File: src/include/rsc_pkg.sv
// Constants for the reset source controller.
package rsc_pkg;
    localparam int unsigned CLK_HZ       = 10_000_000;
    localparam int unsigned CLK_NS       = 100;
    localparam int unsigned SETTLE_MS    = 40;
    localparam int unsigned SETTLE_CYC   = SETTLE_MS * (CLK_HZ / 1000);
    localparam int unsigned PIN_MIN_NS   = 200;
    localparam int unsigned PIN_MIN_CYC  = (PIN_MIN_NS + CLK_NS - 1) / CLK_NS;
    localparam int unsigned EXT_CYC      = 1024;
    localparam int unsigned LV_QUAL_CYC  = 1024;
    localparam int unsigned CNT_W        = 20;
    localparam logic [1:0]  PIN_ACCEPT   = 2'(PIN_MIN_CYC + 1);
    localparam logic [9:0]  LV_CNT_LAST  = 10'(LV_QUAL_CYC - 1);
    localparam logic [2:0]  WD_DIV_LAST  = 3'h7;
    localparam logic [7:0]  WD_LIMIT_BASE = 8'h1f;
    // Register indices; the bus byte address is four times the index.
    localparam logic [7:0]  IDX_FLAGS    = 8'h30;
    localparam logic [7:0]  IDX_LVSEL    = 8'h36;
    localparam logic [7:0]  IDX_WDCLR    = 8'h37;
    localparam logic [7:0]  IDX_MODE     = 8'h38;
    localparam logic [7:0]  IDX_OPTION   = 8'h39;
    localparam logic [7:0]  FLAGS_RESET  = 8'h80;
    localparam logic [7:0]  FLAGS_MASK   = 8'hec;
    localparam logic [7:0]  OPTION_RESET = 8'h00;
    localparam logic [7:0]  WD_CLEAR_KEY = 8'h55;
    localparam logic [7:0]  SOFT_RST_KEY = 8'h66;
    localparam int unsigned F_POR        = 7;
    localparam int unsigned F_PIN        = 6;
    localparam int unsigned F_LV         = 5;
    localparam int unsigned F_WD         = 3;
    localparam int unsigned F_IA         = 2;
    localparam int unsigned OPT_WD_EN    = 0;
    localparam int unsigned OPT_LV_EN    = 2;
    localparam int unsigned OPT_WD_SEL   = 3;
    localparam int unsigned OPT_PORT_INIT = 5;
    localparam logic [15:0] WORK_LO      = 16'h0000;
    localparam logic [15:0] WORK_HI      = 16'h00bf;
    localparam logic [15:0] STACK_LO     = 16'h0100;
    localparam logic [15:0] STACK_HI     = 16'h01ff;
    localparam logic [15:0] ROM_LO       = 16'hf000;
    localparam logic [15:0] ROM_HI       = 16'hffff;
    typedef enum logic [7:0] {
        RSC_RUN        = 8'h01,
        RSC_POR_PWR    = 8'h02,
        RSC_POR_CLK    = 8'h04,
        RSC_PIN_LOW    = 8'h08,
        RSC_PIN_SETTLE = 8'h10,
        RSC_PIN_TAIL   = 8'h20,
        RSC_LV_LOW     = 8'h40,
        RSC_LV_EXT     = 8'h80
    } rsc_state_e;
endpackage

File: src/core/rsc_top.sv
// Reset source controller: sources, stretching, cause flags and bus registers.
// Functional notes
// - Power-on: hold reset 40ms for power, then 40ms more for clock.
// - Power-on reset loads flags with 0x80, clears level select and resets CPU and peripherals.
// - Pin reset is active low; lows of 200ns or less are ignored.
// - Accepted pin reset is stretched by 40ms plus 1024 clocks.
// - Low-voltage reset works only when the option byte enables it.
// - Low-voltage trips after 1024 consecutive clocks below the level.
// - Low-voltage reset is held 1024 clocks after the supply recovers.
// - Level select bit 0: 0 picks 2.5V, 1 picks 4.0V.
// - Low-voltage events are ignored during power-on or pin reset periods.
// - In STOP mode low-voltage is off; a supply drop gives power-on reset.
// - Watchdog time-out resets only the CPU, not peripherals.
// - Watchdog time base is the watchdog oscillator divided by eight.
// - Writing 0x55 clears the watchdog; a time-out restarts it, flag kept.
// - Fetch outside work and stack, or ROM write, resets only the CPU.
// - Writing 0x66 to mode control resets peripherals only.
// - Source-to-region map; port attributes follow option on peripheral resets.
// - Cause flags: bit7 power-on, 6 pin, 5 low-voltage, 3 watchdog, 2 address.
// - A cause flag clears when software writes one to it, or on power-on reset.
// - Flags and level select take a write only when written twice.
// - Pin and low-voltage resets set only their own cause flag.
// - Level select is settable once and cleared only by power-on.
module rsc_top #(
    parameter int unsigned SETTLE_CYC = rsc_pkg::SETTLE_CYC
) (
    input  wire logic        MCLK,
    input  wire logic        RST,
    input  wire logic [9:0]  AVS_ADDRESS,
    input  wire logic        AVS_READ,
    input  wire logic        AVS_WRITE,
    input  wire logic [3:0]  AVS_BYTEENABLE,
    input  wire logic [31:0] AVS_WRITEDATA,
    output logic      [31:0] AVS_READDATA,
    output logic             AVS_WAITREQUEST,
    input  wire logic        EXT_RESET_N,
    input  wire logic        SUPPLY_BELOW_2V5,
    input  wire logic        SUPPLY_BELOW_4V0,
    input  wire logic        WDT_OSC_TICK,
    input  wire logic        STOP_MODE,
    input  wire logic        CPU_FETCH,
    input  wire logic        CPU_WRITE,
    input  wire logic [15:0] CPU_ADDR,
    output logic             CPU_RESET,
    output logic             PERIPH_RESET,
    output logic             PORT_ATTR_RESET,
    output logic             LOW_VOLTAGE_LEVEL_HIGH
);
    rsc_pkg::rsc_state_e state_r, state_nxt;
    logic [rsc_pkg::CNT_W-1:0] cnt_r;
    logic [1:0] pin_sync_r, lo25_sync_r, lo40_sync_r, wd_sync_r;
    logic       wd_tick_d_r;
    logic [1:0] pin_cnt_r;
    logic [9:0] lv_cnt_r;
    logic [2:0] wd_pre_r;
    logic [7:0] wd_cnt_r;
    logic [7:0] flags_r, option_r;
    logic       lv_sel_r;
    logic       pend_v_r;
    logic [7:0] pend_idx_r, pend_data_r;
    logic       ack_r;
    logic       cpu_rst_r, periph_rst_r, port_rst_r;
    logic [31:0] rdata_r;

    logic pin_low, supply_low, pin_ok, por_trig, lv_armed, lv_trig, done;
    logic wdr_evt, iar_evt, soft_evt, wd_clear, wd_tick;
    logic [7:0] idx, wdata, set_bits, wd_limit;
    logic wr_take, acc_take, dbl_reg, commit, commit_flags, commit_lvsel;
    logic in_work, in_stack, in_rom, holding;

    // External and analog levels pass two flops; bit 1 is the first stage.
    always_ff @(posedge MCLK) begin
        if (RST) begin
            pin_sync_r  <= 2'h0;
            lo25_sync_r <= 2'h0;
            lo40_sync_r <= 2'h0;
            wd_sync_r   <= 2'h0;
        end else begin
            pin_sync_r  <= {~EXT_RESET_N, pin_sync_r[1]};
            lo25_sync_r <= {SUPPLY_BELOW_2V5, lo25_sync_r[1]};
            lo40_sync_r <= {SUPPLY_BELOW_4V0, lo40_sync_r[1]};
            wd_sync_r   <= {WDT_OSC_TICK, wd_sync_r[1]};
        end
    end

    assign pin_low    = pin_sync_r[0];
    assign supply_low = lv_sel_r ? lo40_sync_r[0] : lo25_sync_r[0];

    // Low pulses must outlast the filter before the pin counts as a reset.
    always_ff @(posedge MCLK) begin
        if (RST) begin
            pin_cnt_r <= 2'h0;
        end else if (!pin_low) begin
            pin_cnt_r <= 2'h0;
        end else if (pin_cnt_r != rsc_pkg::PIN_ACCEPT) begin
            pin_cnt_r <= pin_cnt_r + 2'h1;
        end
    end
    assign pin_ok = pin_cnt_r == rsc_pkg::PIN_ACCEPT;

    assign por_trig = STOP_MODE && supply_low;
    assign lv_armed = option_r[rsc_pkg::OPT_LV_EN] && !STOP_MODE
                      && state_r == rsc_pkg::RSC_RUN;
    assign lv_trig  = lv_armed && supply_low && lv_cnt_r == rsc_pkg::LV_CNT_LAST;

    always_ff @(posedge MCLK) begin
        if (RST) begin
            lv_cnt_r <= 10'h000;
        end else if (!lv_armed || !supply_low) begin
            lv_cnt_r <= 10'h000;
        end else if (lv_cnt_r != rsc_pkg::LV_CNT_LAST) begin
            lv_cnt_r <= lv_cnt_r + 10'h001;
        end
    end

    always_comb begin
        done = 1'b0;
        unique case (state_r)
            rsc_pkg::RSC_POR_PWR, rsc_pkg::RSC_POR_CLK, rsc_pkg::RSC_PIN_SETTLE: begin
                done = cnt_r == rsc_pkg::CNT_W'(SETTLE_CYC - 1);
            end
            rsc_pkg::RSC_PIN_TAIL, rsc_pkg::RSC_LV_EXT: begin
                done = cnt_r == rsc_pkg::CNT_W'(rsc_pkg::EXT_CYC - 1);
            end
            default: begin
                done = 1'b0;
            end
        endcase
    end

    always_comb begin
        state_nxt = state_r;
        unique case (state_r)
            rsc_pkg::RSC_RUN: begin
                if (pin_ok) begin
                    state_nxt = rsc_pkg::RSC_PIN_LOW;
                end else if (lv_trig) begin
                    state_nxt = rsc_pkg::RSC_LV_LOW;
                end
            end
            rsc_pkg::RSC_POR_PWR: begin
                if (done) begin
                    state_nxt = rsc_pkg::RSC_POR_CLK;
                end
            end
            rsc_pkg::RSC_POR_CLK: begin
                if (done) begin
                    state_nxt = rsc_pkg::RSC_RUN;
                end
            end
            rsc_pkg::RSC_PIN_LOW: begin
                if (!pin_low) begin
                    state_nxt = rsc_pkg::RSC_PIN_SETTLE;
                end
            end
            rsc_pkg::RSC_PIN_SETTLE, rsc_pkg::RSC_PIN_TAIL: begin
                if (pin_ok) begin
                    state_nxt = rsc_pkg::RSC_PIN_LOW;
                end else if (done) begin
                    state_nxt = state_r == rsc_pkg::RSC_PIN_SETTLE
                              ? rsc_pkg::RSC_PIN_TAIL : rsc_pkg::RSC_RUN;
                end
            end
            rsc_pkg::RSC_LV_LOW: begin
                if (pin_ok) begin
                    state_nxt = rsc_pkg::RSC_PIN_LOW;
                end else if (!supply_low) begin
                    state_nxt = rsc_pkg::RSC_LV_EXT;
                end
            end
            rsc_pkg::RSC_LV_EXT: begin
                if (pin_ok) begin
                    state_nxt = rsc_pkg::RSC_PIN_LOW;
                end else if (supply_low) begin
                    state_nxt = rsc_pkg::RSC_LV_LOW;
                end else if (done) begin
                    state_nxt = rsc_pkg::RSC_RUN;
                end
            end
            default: begin
                state_nxt = rsc_pkg::RSC_POR_PWR;
            end
        endcase
        if (por_trig) begin
            state_nxt = rsc_pkg::RSC_POR_PWR;
        end
    end

    // Reset release starts the power-on sequence.
    always_ff @(posedge MCLK) begin
        if (RST) begin
            state_r <= rsc_pkg::RSC_POR_PWR;
            cnt_r   <= '0;
        end else begin
            state_r <= state_nxt;
            cnt_r   <= (state_nxt != state_r) ? '0 : cnt_r + 1'b1;
        end
    end

    // Watchdog: oscillator ticks divided by eight feed the time-out counter.
    assign wd_tick  = wd_sync_r[0] && !wd_tick_d_r;
    assign wd_limit = rsc_pkg::WD_LIMIT_BASE << option_r[rsc_pkg::OPT_WD_SEL +: 2];
    assign wdr_evt  = option_r[rsc_pkg::OPT_WD_EN] && wd_tick
                      && wd_pre_r == rsc_pkg::WD_DIV_LAST && wd_cnt_r == wd_limit;
    always_ff @(posedge MCLK) begin
        if (RST) begin
            wd_tick_d_r <= 1'b0;
            wd_pre_r    <= 3'h0;
            wd_cnt_r    <= 8'h00;
        end else begin
            wd_tick_d_r <= wd_sync_r[0];
            if (wd_clear || wdr_evt || !option_r[rsc_pkg::OPT_WD_EN]) begin
                wd_pre_r <= 3'h0;
                wd_cnt_r <= 8'h00;
            end else if (wd_tick) begin
                wd_pre_r <= wd_pre_r + 3'h1;
                if (wd_pre_r == rsc_pkg::WD_DIV_LAST) begin
                    wd_cnt_r <= wd_cnt_r + 8'h01;
                end
            end
        end
    end

    assign in_work  = CPU_ADDR >= rsc_pkg::WORK_LO && CPU_ADDR <= rsc_pkg::WORK_HI;
    assign in_stack = CPU_ADDR >= rsc_pkg::STACK_LO && CPU_ADDR <= rsc_pkg::STACK_HI;
    assign in_rom   = CPU_ADDR >= rsc_pkg::ROM_LO && CPU_ADDR <= rsc_pkg::ROM_HI;
    assign iar_evt  = (CPU_FETCH && !in_work && !in_stack)
                      || (CPU_WRITE && in_rom);

    // Bus slave: one wait cycle, the request is taken on the second edge.
    assign idx      = AVS_ADDRESS[9:2];
    assign wdata    = AVS_WRITEDATA[7:0];
    assign acc_take = (AVS_READ || AVS_WRITE) && ack_r;
    assign wr_take  = AVS_WRITE && ack_r && AVS_BYTEENABLE[0];
    assign dbl_reg  = idx == rsc_pkg::IDX_FLAGS || idx == rsc_pkg::IDX_LVSEL;
    assign commit   = wr_take && dbl_reg && pend_v_r && pend_idx_r == idx
                      && pend_data_r == wdata;
    assign commit_flags = commit && idx == rsc_pkg::IDX_FLAGS;
    assign commit_lvsel = commit && idx == rsc_pkg::IDX_LVSEL;
    assign wd_clear = wr_take && idx == rsc_pkg::IDX_WDCLR
                      && wdata == rsc_pkg::WD_CLEAR_KEY;
    assign soft_evt = wr_take && idx == rsc_pkg::IDX_MODE
                      && wdata == rsc_pkg::SOFT_RST_KEY;
    assign AVS_WAITREQUEST = (AVS_READ || AVS_WRITE) && !ack_r;
    assign AVS_READDATA    = rdata_r;

    always_ff @(posedge MCLK) begin
        if (RST) begin
            ack_r <= 1'b0;
        end else begin
            ack_r <= (AVS_READ || AVS_WRITE) && !ack_r;
        end
    end

    // Any other access between the two halves breaks a double write.
    always_ff @(posedge MCLK) begin
        if (RST) begin
            pend_v_r    <= 1'b0;
            pend_idx_r  <= 8'h00;
            pend_data_r <= 8'h00;
        end else if (acc_take) begin
            pend_v_r    <= wr_take && dbl_reg && !commit;
            pend_idx_r  <= idx;
            pend_data_r <= wdata;
        end
    end

    always_ff @(posedge MCLK) begin
        if (RST) begin
            rdata_r <= 32'h0000_0000;
        end else if (AVS_READ && !ack_r) begin
            unique case (idx)
                rsc_pkg::IDX_FLAGS:  rdata_r <= {24'h000000, flags_r};
                rsc_pkg::IDX_LVSEL:  rdata_r <= {31'h00000000, lv_sel_r};
                rsc_pkg::IDX_OPTION: rdata_r <= {24'h000000, option_r};
                default:             rdata_r <= 32'h0000_0000;
            endcase
        end
    end

    // Cause flags: a new event wins over a clear in the same cycle.
    always_comb begin
        set_bits = 8'h00;
        set_bits[rsc_pkg::F_POR] = por_trig;
        set_bits[rsc_pkg::F_PIN] = state_nxt == rsc_pkg::RSC_PIN_LOW
                                   && state_r != rsc_pkg::RSC_PIN_LOW;
        set_bits[rsc_pkg::F_LV]  = lv_trig;
        set_bits[rsc_pkg::F_WD]  = wdr_evt;
        set_bits[rsc_pkg::F_IA]  = iar_evt;
    end

    always_ff @(posedge MCLK) begin
        if (RST) begin
            flags_r <= rsc_pkg::FLAGS_RESET;
        end else if (por_trig) begin
            flags_r <= rsc_pkg::FLAGS_RESET | set_bits;
        end else if (commit_flags) begin
            flags_r <= (flags_r & ~(wdata & rsc_pkg::FLAGS_MASK)) | set_bits;
        end else begin
            flags_r <= flags_r | set_bits;
        end
    end

    // The level select only ever goes from 0 to 1 until power-on.
    always_ff @(posedge MCLK) begin
        if (RST) begin
            lv_sel_r <= 1'b0;
        end else if (por_trig) begin
            lv_sel_r <= 1'b0;
        end else if (commit_lvsel) begin
            lv_sel_r <= lv_sel_r | wdata[0];
        end
    end

    always_ff @(posedge MCLK) begin
        if (RST) begin
            option_r <= rsc_pkg::OPTION_RESET;
        end else if (wr_take && idx == rsc_pkg::IDX_OPTION) begin
            option_r <= wdata;
        end
    end

    assign holding = state_r != rsc_pkg::RSC_RUN;
    always_ff @(posedge MCLK) begin
        if (RST) begin
            cpu_rst_r    <= 1'b1;
            periph_rst_r <= 1'b1;
            port_rst_r   <= 1'b1;
        end else begin
            cpu_rst_r    <= holding || wdr_evt || iar_evt;
            periph_rst_r <= holding || soft_evt;
            port_rst_r   <= (holding || soft_evt)
                            && option_r[rsc_pkg::OPT_PORT_INIT];
        end
    end
    assign CPU_RESET              = cpu_rst_r;
    assign PERIPH_RESET           = periph_rst_r;
    assign PORT_ATTR_RESET        = port_rst_r;
    assign LOW_VOLTAGE_LEVEL_HIGH = lv_sel_r;
endmodule

File: config.mk
export PLATFORM = sky130hd
export DESIGN_NAME = rsc_top
export DESIGN_NICKNAME = d
export VERILOG_FILES = /design/src/include/rsc_pkg.sv /design/src/core/rsc_top.sv
export SDC_FILE = /design/constraint.sdc
export NUM_CORES = 1
export LEC_CHECK = 0
export CORE_MARGIN = 2
export CORE_UTILIZATION = 25
export CTS_CLUSTER_SIZE = 14
export DETAILED_ROUTE_END_ITERATION = 10
export DONT_BUFFER_PORTS = 1
export GPL_TIMING_DRIVEN = 0
export HOLD_SLACK_MARGIN = 0.03
export PLACE_DENSITY = 0.48
export SLEW_MARGIN = 10
export SYNTH_ARGS = -nofsm -noshare
export SYNTH_HDL_FRONTEND = slang
export SYNTH_SLANG_ARGS = --single-unit
File: constraint.sdc
create_clock -name MCLK -period 7.18 [get_ports MCLK]
set_clock_uncertainty 0.15 [all_clocks]
set_input_delay 1.436 -clock MCLK [delete_from_list [all_inputs] [get_ports MCLK]]
set_output_delay 1.436 -clock MCLK [all_outputs]
set_load 0.005 [all_outputs]
==> summary.txt <==
Worst slew margin = 35.9%
initial antenna violation count = 2
period utilization = 50.3%
DIE WIDTH = 149 um
Root Buffer = clkbuf_16
vias in the first global route = 3983
# H-tree levels = 3
Post-synth ARST share = 0%
grt ovf = 0
Worst EP required = 7270 ps
wl on met1 = 6400 um
cts hold-fix bufs = 0
sequential element share of the synthesized area = 39.4%
Clock Pin Slew Worst Setup and Hold Paths = 70 ps
most frequent cell after synthesis = dfxtp_1
DR WL met2 = 5750 um
Final HPWL DP = 9770 um
Ports = 110
top routing layer in use = met4
num rows = 52
startpoint types = primary input
max cap viols = 0
Synth cell types = 67
area share of the largest cell type after synthesis = 39.4%
Fin Setup TNS = 0 ps
worst setup slack after layout = 3570 ps
post-synthesis register bit count = 103
DRC Markers = 0
post-CTS setup buffers = 0
Setup CP Type = in -> reg
ys flop type = dfxtp_1
deepest clock path buffer count = 2
commonest cells in the netlist = dfxtp_1, nand2_1, nor2_1, a21oi_1, xor2_1
# nets final = 742
CP max stage delay = 510 ps
Resized cells post-CTS = 0
Worst IR Drop VDD = 0.0000832 V
DR iter-0 viols = 333
total power after layout = 1180 uW
PortBufs = 0
global-route wire length before repair = 21300 um
clk_lat worst skew = 350 ps
Mapped Cells = 629
Worst Max-Slew Pin Slew = 953 ps
worst min-delay path class = reg -> reg
Chip Height = 149 um
CP Cell Sequence = nor4bb_1 > nor3b_1 > o211ai_1 > nor3_1 > and2_1 > nand2_1 > a211o_1
final setup fails = 0
cell taking the most area after synthesis = dfxtp_1
Worst EP arrival = 3700 ps
GRT Util Overall = 12.1%
Area Overhead vs Synth = 14.2%
core area = 20400 um^2
met3 routed WL = 793 um
Vias/cell = 4.63
Antenna Violating Nets Remaining = 0
Syn. warnings = 0
Routed WL = 13100 um
Final Slew Violations = 0
Final Util = 29.3%
Setup WS pre-CTS = 3260 ps
crit path time final = 3610 ps
Post-synth EDFFs = 0
run status = complete, no violations
First-pass DRT Iterations = 4
DR vias = 4347
RSZ-0062 raised after global routing = false
largest net degree at the start of global routing = 16
Starting Density = 25.7%
PwrDens = 197 nW/um^2
mean post-synth cell area = 8.32 um^2
CP endpoint kind = flop
mapped cell area = 5230 um^2
top post-synthesis cells by area = dfxtp_1, xor2_1, nand2_1
Clock Sinks = 103
Avg WL per Cell = 14.0 um
cts bufs inserted = 9
CTS tree = done
die area = 22100 um^2
CP max stage cell = nor3b_1
Hold Violations, Final = 0
GP Congestion = 0.810
leakage = 0.00213 uW
layout cell share with drive strength beyond 1 = 8.26%
CP max FO = 5
Max Clk Rate = 0.277 GHz
## critical path: cells and delay by family
kind / cells / cell delay (ps)
AOI/OAI and AO/OA: 2 / 490
and+or+nand+nor: 5 / 1760
## kinds of logic after synthesis
kind of cell	count (synthesis)	share of synthesized area [%]
compound gates	100	12.6
xor+xnor	53	8.87
fa+ha+maj	6	1.44
buf+inv	63	6.39
flops	103	39.4
mux	9	1.75
other cells	1	0.0717
simple gates	294	29.5
## worst paths after layout
kind / cells after the start / slack, ps / from / to
setup / recovery: 7 / 3570 / AVS_ADDRESS[8] / flags_r[7]$_SDFF_PP1_
hold / removal: 1 / 290 / wd_sync_r[1]$_SDFF_PP0_ / wd_sync_r[0]$_SDFF_PP0_
setup reg to reg: 9 / 3770 / pin_cnt_r[0]$_SDFFE_PP0N_ / cnt_r[4]$_SDFF_PP0_
hold reg to reg: 1 / 290 / wd_sync_r[1]$_SDFF_PP0_ / wd_sync_r[0]$_SDFF_PP0_
## layout by cell type, fill, tap and decap left out, drive strengths merged, types with 6 or more instances in the layout
cell    Yosys  layout
ha          6       6
xnor2      15      15
a22oi       7       7
and2        7       7
conb        1      24
inv         7       7
a21oi      42      42
dfxtp     103     103
mux2i       8       8
and3        6       6
nor2b      14      14
nor4       19      19
nand2      70      70
buf        33      33
nand4      16      16
o21ai      10      10
nor3       29      29
nand3      33      33
nor2       62      62
clkbuf     23      34
xor2       38      38
## metrics by stage
stage	hold WS, ps	instance area (um^2)	instances
2_1_floorplan	264	5320	652
3_3_place_gp	268	5660	922
3_5_place_dp	278	5660	922
4_1_cts	294	5970	936
5_1_grt	313	5970	938
6_report	289	5970	938
## where the power goes
group	total, uW	switching [uW]	internal [uW]	leakage (uW)
Clock	532	219	312	0.000152
Sequential	587	6.26	581	0.000835
Combinational	58.7	33.5	25.2	0.00114
Total	1180	259	918	0.00213
## per-layer routing
layer,GRT usage (%),vias up
met2,18.4,103
met4,4.05,0
met3,2.64,13
li1,-,2260
met1,16.9,1971
met5,0,-
## flip-flops by register name (all words and copies together), names as in the netlist, 2 cells and up
| name | cells |
|---|---|
| cnt_r | 20 |
| lv_cnt_r | 10 |
| AVS_READDATA | 8 |
| option_r | 8 |
| pend_data_r | 8 |
| pend_idx_r | 8 |
| state_r | 8 |
| wd_cnt_r | 8 |
| flags_r | 5 |
| wd_pre_r | 3 |
| lo25_sync_r | 2 |
| lo40_sync_r | 2 |
| pin_cnt_r | 2 |
| pin_sync_r | 2 |
| wd_sync_r | 2 |
## final cells by class
cell class / count / area, um^2
plain buffers: 56 / 308
clock buffers: 11 / 243
clock inverters: 3 / 68.8
well taps: 270 / 338
multi-input cells: 486 / 2920
diodes: 2 / 5.00
fillers: 2150 / 14400
flip-flops and latches: 103 / 2060
inverters: 7 / 26.3
Note: power is estimated with default switching activity, not from simulation.
